## config.mk

```make
export PLATFORM = sky130hd
export DESIGN_NAME = frf_forward
export DESIGN_NICKNAME = d
export VERILOG_FILES = /design/src/logic/frf_pkg.sv /design/src/logic/frf_exec_pipe.sv /design/src/logic/frf_forward.sv
export SDC_FILE = /design/constraint.sdc
export NUM_CORES = 1
export LEC_CHECK = 0
export BUFFER_PORTS_ARGS = -buffer_cell sky130_fd_sc_hd__buf_4
export CAP_MARGIN = 25
export CORE_UTILIZATION = 25
export DETAILED_ROUTE_END_ITERATION = 6
export SETUP_SLACK_MARGIN = 0.5
export SLEW_MARGIN = 20
export SYNTH_ARGS = -nofsm -noshare
export SYNTH_HDL_FRONTEND = slang
export SYNTH_SLANG_ARGS = --single-unit
export TNS_END_PERCENT = 30
```

## constraint.sdc

```tcl
create_clock -name mclk -period 1.7 [get_ports mclk]
set_input_delay 0.17 -clock mclk [delete_from_list [all_inputs] [get_ports mclk]]
set_output_delay 0.17 -clock mclk [all_outputs]
set_load 0.005 [all_outputs]
```

## src/logic/frf_pkg.sv

```systemverilog
// Purpose: Shared constants and types for the FPU result forwarding block.
// Assumes: One core clock, synchronous active-high reset.
// Notes: Opcode and destination codes are local encodings of this block.
package frf_pkg;
  localparam int unsigned FRF_DATA_W = 32;
  localparam int unsigned FRF_REG_W = 3;
  localparam int unsigned FRF_EXEC_STAGES = 3;
  localparam logic [31:0] FRF_RESULT_RESET = 32'h0000_0000;
  typedef enum logic [2:0] {
    FRF_OP_NONE = 3'h0,
    FRF_OP_MPY = 3'h1,
    FRF_OP_ADD = 3'h2,
    FRF_OP_SUB = 3'h3,
    FRF_OP_MAC = 3'h4,
    FRF_OP_OTHER = 3'h5
  } frf_op_type;
  typedef enum logic [1:0] {
    FRF_DST_NONE = 2'h0,
    FRF_DST_CPU = 2'h1,
    FRF_DST_FPU = 2'h2
  } frf_dst_type;
endpackage : frf_pkg

```

## src/logic/frf_exec_pipe.sv

```systemverilog
// Purpose: Three-phase execute pipe of a two-cycle FPU producer.
// Assumes: Stall holds every phase in place.
// Notes: Result becomes valid leaving the second phase, in the third.
`timescale 1ns/100ps
`default_nettype none
module frf_exec_pipe #(
  parameter int unsigned DATA_W = 32,
  parameter int unsigned REG_W = 3
) (
  // Clock and reset.
  input wire logic mclk,
  input wire logic rst,
  // Issue side.
  input wire logic issue,
  input wire logic [REG_W-1:0] issue_dst,
  input wire logic [DATA_W-1:0] issue_value,
  input wire logic stall,
  // Phase state.
  output logic [2:0] phase_valid,
  output logic [REG_W-1:0] phase_dst [3],
  output logic [DATA_W-1:0] third_value
);
  import frf_pkg::*;
  if (DATA_W < 1 || REG_W < 1) begin : g_bad_width
    $error("frf_exec_pipe: bad width");
  end
  logic [2:0] next_phase_valid;
  logic [REG_W-1:0] next_phase_dst [3];
  logic [DATA_W-1:0] stage_value [2];
  logic [DATA_W-1:0] next_stage_value [2];
  logic [DATA_W-1:0] next_third_value;

  always_comb begin
    next_phase_valid = phase_valid;
    next_phase_dst = phase_dst;
    next_stage_value = stage_value;
    next_third_value = third_value;
    if (!stall) begin
      next_phase_valid = {phase_valid[1:0], issue};
      next_phase_dst = '{issue_dst, phase_dst[0], phase_dst[1]};
      next_stage_value = '{issue_value, stage_value[0]};
      next_third_value = stage_value[1];
    end
  end

  always_ff @(posedge mclk) begin
    if (rst) begin
      phase_valid <= 3'h0;
      phase_dst <= '{default: '0};
      stage_value <= '{default: '0};
      third_value <= DATA_W'(FRF_RESULT_RESET);
    end else begin
      phase_valid <= next_phase_valid;
      phase_dst <= next_phase_dst;
      stage_value <= next_stage_value;
      third_value <= next_third_value;
    end
  end
endmodule : frf_exec_pipe
`default_nettype wire

```

## src/logic/frf_forward.sv

```systemverilog
// Purpose: Forwarding and hazard control from two-cycle FPU producers to moves.
// Assumes: Producer values arrive with issue; the move waits at its read phase.
// Notes: Moves to CPU registers are held until any matching producer reaches the third execute phase.
// Notes on behaviour
// - A two-cycle result is forwarded from the third execute phase before the register file holds it.
// - A stall of the producer in the third execute phase still delivers the new value to the move.
// - The hazard exists only when the move source equals a pending two-cycle destination.
// - Only multiply, add, subtract and multiply-accumulate are two-cycle producers here.
// - The affected move has a CPU destination such as accumulator or auxiliary registers.
// - A move between FPU registers always reads the register file value at once, even while a producer to its source is pending.
// - The move samples its source as it enters the second read phase.
// - A read three cycles after the producer sees the result through forwarding.
`timescale 1ns/100ps
`default_nettype none
module frf_forward #(
  parameter int unsigned DATA_W = frf_pkg::FRF_DATA_W,
  parameter int unsigned REG_W = frf_pkg::FRF_REG_W
) (
  // Clock and reset.
  input wire logic mclk,
  input wire logic rst,
  // Producer issue.
  input wire frf_pkg::frf_op_type prod_op,
  input wire logic [REG_W-1:0] prod_dst,
  input wire logic [DATA_W-1:0] prod_value,
  input wire logic prod_stall,
  // Move at second read phase.
  input wire logic move_enter,
  input wire frf_pkg::frf_dst_type move_dst,
  input wire logic [REG_W-1:0] move_src,
  // Register file read port.
  output logic [REG_W-1:0] rf_read_addr,
  input wire logic [DATA_W-1:0] rf_read_data,
  // Register file write port.
  output logic rf_write,
  output logic [REG_W-1:0] rf_write_addr,
  output logic [DATA_W-1:0] rf_write_data,
  // Move operand.
  output logic move_hold,
  output logic operand_valid,
  output logic [DATA_W-1:0] operand
);
  import frf_pkg::*;
  if (DATA_W < 1 || REG_W < 1) begin : g_bad_width
    $error("frf_forward: bad width");
  end

  logic two_cycle_issue;
  logic [2:0] phase_valid;
  logic [REG_W-1:0] phase_dst [3];
  logic [DATA_W-1:0] third_value;
  logic [2:0] match;
  logic cpu_move;
  logic next_operand_valid;
  logic [DATA_W-1:0] next_operand;

  assign two_cycle_issue = (prod_op == FRF_OP_MPY) || (prod_op == FRF_OP_ADD) ||
                           (prod_op == FRF_OP_SUB) || (prod_op == FRF_OP_MAC);

  frf_exec_pipe #(.DATA_W(DATA_W), .REG_W(REG_W)) u_pipe (
    .mclk(mclk),
    .rst(rst),
    .issue(two_cycle_issue),
    .issue_dst(prod_dst),
    .issue_value(prod_value),
    .stall(prod_stall),
    .phase_valid(phase_valid),
    .phase_dst(phase_dst),
    .third_value(third_value)
  );

  assign rf_write = phase_valid[2] && !prod_stall;
  assign rf_write_addr = phase_dst[2];
  assign rf_write_data = third_value;
  assign rf_read_addr = move_src;

  genvar gi;
  generate
    for (gi = 0; gi < 3; gi++) begin : g_match
      assign match[gi] = phase_valid[gi] && (phase_dst[gi] == move_src);
    end
  endgenerate

  assign cpu_move = move_enter && (move_dst == FRF_DST_CPU);
  assign move_hold = cpu_move && (match[0] || match[1]);

  always_comb begin
    next_operand_valid = 1'b0;
    next_operand = operand;
    if (move_enter && !move_hold) begin
      next_operand_valid = 1'b1;
      if (cpu_move && match[2]) begin
        next_operand = third_value;
      end else begin
        next_operand = rf_read_data;
      end
    end
  end

  always_ff @(posedge mclk) begin
    if (rst) begin
      operand_valid <= 1'b0;
      operand <= DATA_W'(FRF_RESULT_RESET);
    end else begin
      operand_valid <= next_operand_valid;
      operand <= next_operand;
    end
  end


  a_stall_forward: assert property (@(posedge mclk) disable iff (rst)
    cpu_move && match[2] && !match[1] && !match[0] |=> operand_valid && operand == $past(third_value))
    else $error("stalled forward lost");
  a_stall_keeps_result: assert property (@(posedge mclk) disable iff (rst)
    prod_stall && phase_valid[2] |=> phase_valid[2] && third_value == $past(third_value))
    else $error("stalled result moved");
  a_write_after_freeze: assert property (@(posedge mclk) disable iff (rst)
    prod_stall && phase_valid[2] ##1 !prod_stall |-> rf_write)
    else $error("no retire after stall");
  a_hold_pending: assert property (@(posedge mclk) disable iff (rst)
    cpu_move && ((phase_valid[0] && phase_dst[0] == move_src) ||
    (phase_valid[1] && phase_dst[1] == move_src)) |-> move_hold)
    else $error("move not held");
  a_take_after_hold: assert property (@(posedge mclk) disable iff (rst)
    move_enter && !move_hold |=> operand_valid)
    else $error("taken move not sampled");
  a_hold_no_sample: assert property (@(posedge mclk) disable iff (rst)
    move_hold |=> !operand_valid)
    else $error("sample while held");
  a_valid_from_take: assert property (@(posedge mclk) disable iff (rst)
    operand_valid |-> $past(move_enter && !move_hold))
    else $error("sample without move");
  a_operand_kept: assert property (@(posedge mclk) disable iff (rst)
    !(move_enter && !move_hold) |=> $stable(operand))
    else $error("operand changed idle");
  a_fpu_move_free: assert property (@(posedge mclk) disable iff (rst)
    move_enter && move_dst != FRF_DST_CPU |-> !move_hold ##1 operand == $past(rf_read_data))
    else $error("fpu move wrong");
  a_only_four_ops: assert property (@(posedge mclk) disable iff (rst)
    !prod_stall && prod_op == FRF_OP_OTHER |=> !phase_valid[0])
    else $error("wrong producer class");
  a_issue_enters: assert property (@(posedge mclk) disable iff (rst)
    two_cycle_issue && !prod_stall |=> phase_valid[0] && phase_dst[0] == $past(prod_dst))
    else $error("producer not taken");
  a_retire_write: assert property (@(posedge mclk) disable iff (rst)
    two_cycle_issue && !prod_stall ##1 !prod_stall [*3] |-> rf_write)
    else $error("no retire write");
  a_pipe_advance: assert property (@(posedge mclk) disable iff (rst)
    !prod_stall && phase_valid[1] |=> phase_valid[2])
    else $error("pipe did not advance");
  a_write_not_stalled: assert property (@(posedge mclk) disable iff (rst)
    prod_stall |-> !rf_write)
    else $error("write during stall");
  a_no_match_read: assert property (@(posedge mclk) disable iff (rst)
    move_enter && match == 3'h0 |=> operand == $past(rf_read_data))
    else $error("spurious forward");
  a_hold_needs_match: assert property (@(posedge mclk) disable iff (rst)
    move_hold |-> (phase_valid[0] && phase_dst[0] == move_src) ||
    (phase_valid[1] && phase_dst[1] == move_src))
    else $error("hold without match");
  a_cpu_only_hold: assert property (@(posedge mclk) disable iff (rst)
    move_hold |-> move_enter && move_dst == FRF_DST_CPU)
    else $error("non cpu move held");
  a_hold_bounded: assert property (@(posedge mclk) disable iff (rst)
    move_hold && !prod_stall && !two_cycle_issue ##1 move_hold && !prod_stall && !two_cycle_issue |=> !move_hold)
    else $error("hold too long");
  a_result_third: assert property (@(posedge mclk) disable iff (rst)
    two_cycle_issue && !prod_stall ##1 !prod_stall [*2] |=> third_value == $past(prod_value, FRF_EXEC_STAGES))
    else $error("result not in third phase");

  c_stall_forward: cover property (@(posedge mclk) disable iff (rst) cpu_move && match[2] && prod_stall);
  c_hold: cover property (@(posedge mclk) disable iff (rst) move_hold);
  c_fpu_move: cover property (@(posedge mclk) disable iff (rst) move_enter && move_dst == FRF_DST_FPU);
  c_retire: cover property (@(posedge mclk) disable iff (rst) rf_write);
  c_spaced_read: cover property (@(posedge mclk) disable iff (rst) cpu_move && !move_hold && match == 3'h0);
endmodule : frf_forward
`default_nettype wire

```

==> results.txt <==
The biggest fanout along the worst timing path is 2. Setup violations remaining at the end of the flow were counted as 0. The wire length after detailed routing is 14500 um. The count of routing violations after the opening detailed-route iteration came out at 205. The largest net degree at the start of global routing is 66.

The post-synthesis simple-gate area fraction came out at 8.71%. The post-route clock skew came out at 6.80 ps. The via density per instance came out at 4.30. The total congestion overflow is 0.

In the synthesized netlist, the number of instances is 524. The area added between synthesis and finish is 47.7%. The number of warnings reported in the yosys synthesis log came out at 0. The highest clock frequency the design can meet is 602 MHz.

The cell area after synthesis is 5620 um^2. 152 I/O pins were placed. The count of nets after finishing came out at 782. The worst-margin pin slew is 459 ps.

Clock tree synthesis found a total of 141 sinks. The standby leakage power came out at 3.65 nW. For this run, the number of standard cells in the final layout without fillers is 997.

The share of the synthesized netlist area taken by xor and xnor gates is 1.56%. The mean routed wirelength per cell came out at 14.5 um. TritonCTS built the clock tree. The net count of the mapped netlist is 603. The last weighted congestion value of the routability-driven placer came out at 0.735. The total design power came out at 8.62 mW. The final reports fail on DRC. The count of fill cells added during filler insertion is 2185. The row count came out at 54.

The headroom to the max-slew limit came out at 69.4%. The worst-case vdd ir drop came out at 555 uV. The worst setup path is of the flip-flop to output port kind. The cell chosen for the clock root is clkbuf_16. The total vias in the final route came out at 4284. The tightest min-delay check is of the input port to flip-flop type.

The clock transition at the register clock pins on the worst setup and hold paths after CTS came out at 60 ps. After detailed routing, the number of remaining DRC violations is 44. The total clock buffers created by CTS came out at 17. Max-cap violations in this run came to 0.

Counting instances, the worst hold path has a depth of 2. The floorplan die height came out at 152 um. The post-placement cell count is 923.

The worst hold path terminates at operand[9]$_SDFFE_PP0P_. The fraction of layout instances using a drive strength above 1 is 36.3%. The HPWL after detailed placement came out at 9270 um. The number of optimization iterations in the first detailed-route pass came out at 6. The number of max-slew violations in the final report came out at 0. The compound-cell area share of the yosys netlist came out at 10.0%. By area, the combinational part of the netlist is dominated by multiplexers. The worst path uses 97.7% of the clock period. The final critical delay including setup and external delays is 1660 ps. The reg-to-reg setup timing slack is 70 ps.

The H-tree depth is 4. The capture point of the worst reg-to-reg path is operand[8]$_SDFFE_PP0P_. The number of antenna violations at the first check in global routing was 2.

Setup repair after global routing could not meet its margin everywhere. The clock passes through at most 2 buffers. STA classifies the critical path endpoint as an output port. The via count of the first global-routing pass came out at 4166. The hold path startpoint is rst. The core area is 22000 um^2. Of the total synthesized cell area, the portion taken by full adders, half adders and majority gates is 0%. The post-synthesis cell type count is 21. The flow ran to the end, but the final reports show violations.

The register bit total from synthesis came out at 141. The source-to-sink clock delay at the later pin of the worst-skew pair is 410 ps. In this run the mean area of a mapped cell was 10.7 um^2.

For the worst flop-to-flop path, the logic depth is 7. For this run, the register share of the synthesized area comes to 50.2%. The total routing resource utilization after global routing came out at 12.9%.

The power per unit of standard cell area is 1040 nW/um^2. The worst hold margin is 64.6 ps. The multiplexer share of the synthesized area came out at 24.8%. The data required time of the critical path is 1530 ps.

The total die area is 23100 um^2. The quantity of I/O buffers inserted on ports came out at 151. The count of final hold-check violations is 0.

The wire length of the first global-routing pass is 23300 um. The antenna violation net count after detailed routing came out at 0. The signal arrival time at the worst endpoint came out at 1490 ps.

Measured along the x axis, the die boundary spans 152 um. In this run the critical register-to-register path is launched from u_pipe.phase_dst[6]$_SDFFE_PP0N_. The initial core utilization is 25.6%. The worst setup path is launched from a flip-flop.
==> power by group <==
part	switching, mW	total, mW	internal [mW]
Clock	1.42	4.18	2.76
Sequential	0.0882	3.55	3.46
Combinational	0.383	0.890	0.507
==> layout make-up <==
class                           count  area, um^2  share of cell area, %
Antenna cell                        1        2.50                 0.0302
Clock buffer                       22         484                   5.84
Clock inverter                     10         183                   2.20
Inverter                            1        6.26                 0.0754
Multi-Input combinational cell    333        2610                   31.4
Sequential cell                   141        2840                   34.2
Tap cell                          280         350                   4.22
Timing Repair Buffer              209        1830                   22.0
==> synthesized netlist by cell type <==
cell type,count,area (um^2)
a21oi_1,33,165
nor2_1,110,413
buf_2,13,65.1
xor2_1,3,26.3
nor4_4,1,21.3
a211oi_1,2,15.0
nand3b_4,1,20.0
nand4_1,2,12.5
inv_1,1,3.75
xnor2_1,7,61.3
buf_1,2,7.51
buf_4,10,75.1
clkbuf_1,21,78.8
nor2b_1,2,12.5
a21o_1,1,7.51
nand2_1,1,3.75
mux2i_1,139,1390
and2_1,1,6.26
a211oi_2,30,375
dfxtp_1,141,2820
buf_6,3,33.8
==> worst max-delay path by stage <==
stage	from	slack [ps]	to	depth (start not counted)
after floorplan	u_pipe.phase_dst[4]$_SDFFE_PP0N_	140	operand[0]$_SDFFE_PP0P_	8
after global placement	move_src[2]	140	operand[5]$_SDFFE_PP0P_	7
after detailed placement	move_src[2]	80	operand[31]$_SDFFE_PP0P_	6
after CTS	u_pipe.phase_dst[6]$_SDFFE_PP0N_	10	move_hold	6
after global routing	u_pipe.phase_dst[4]$_SDFFE_PP0N_	-50	move_hold	6
final	u_pipe.phase_dst[6]$_SDFFE_PP0N_	40	move_hold	6
==> worst max-delay path, stage by stage, from the launching register on <==
cell	delay, ps
dfxtp_2	320
xnor2_1	140
nand4_1	100
a21o_1	240
buf_12	150
inv_4	40
buf_6	80
==> kinds of logic (layout without fill, tap and decap cells) <==
logic type	Yosys count	in the layout
XOR/XNOR	10	10
multiplexers	139	139
flip-flops	141	141
other	0	1
AO/OA/AOI/OAI	66	66
AND/OR/NAND/NOR	118	118
buffers and inverters	50	242
==> layout by cell type, fill, tap and decap left out, drive strengths merged, types with 5 or more instances in the layout <==
cell	instances
mux2i	139
nor2	110
a21oi	33
dfxtp	141
clkbuf	22
a211oi	32
bufinv	5
xnor2	7
buf	174
dlygate4sd3	35
==> flip-flops by register name, indices dropped and copies added (netlist names) <==
signal and flops:
operand 32, u_pipe.stage_value 64, u_pipe.phase_dst 9, operand_valid 1
u_pipe.third_value 32, u_pipe.phase_valid 3
==> what timing repair did <==
action | 4_1_cts | 5_1_grt
endpoints found under the setup margin | 35 | 35
hold endpoints to repair | 35 | 0
hold buffers | 35 | 0
gates resized for setup | 19 | 16
setup buffers | 4 | 0
pin swaps | 7 | 0
cloned | 2 | 0
==> layer usage <==
metal	global-route usage, %	up-vias	part of all wire [%]
met2	20.1	95	45
met1	16.9	2006	49
met5	0	-	0.055
li1	-	2170	-
met4	4.08	2	1.0
met3	4.08	11	4.9
==> metrics by stage <==
step	util (%)	area [um^2]	setup slack, ps	TNS, ps
floorplan	-	5620	143	0
global placement	32.2	7070	138	0
detailed placement	32.2	7070	83.3	0
CTS	37.5	8230	10.5	0
global route	37.8	8290	-52.7	-65.1
finish	37.8	8300	39.7	0
Power figures use the tool's default switching activity.
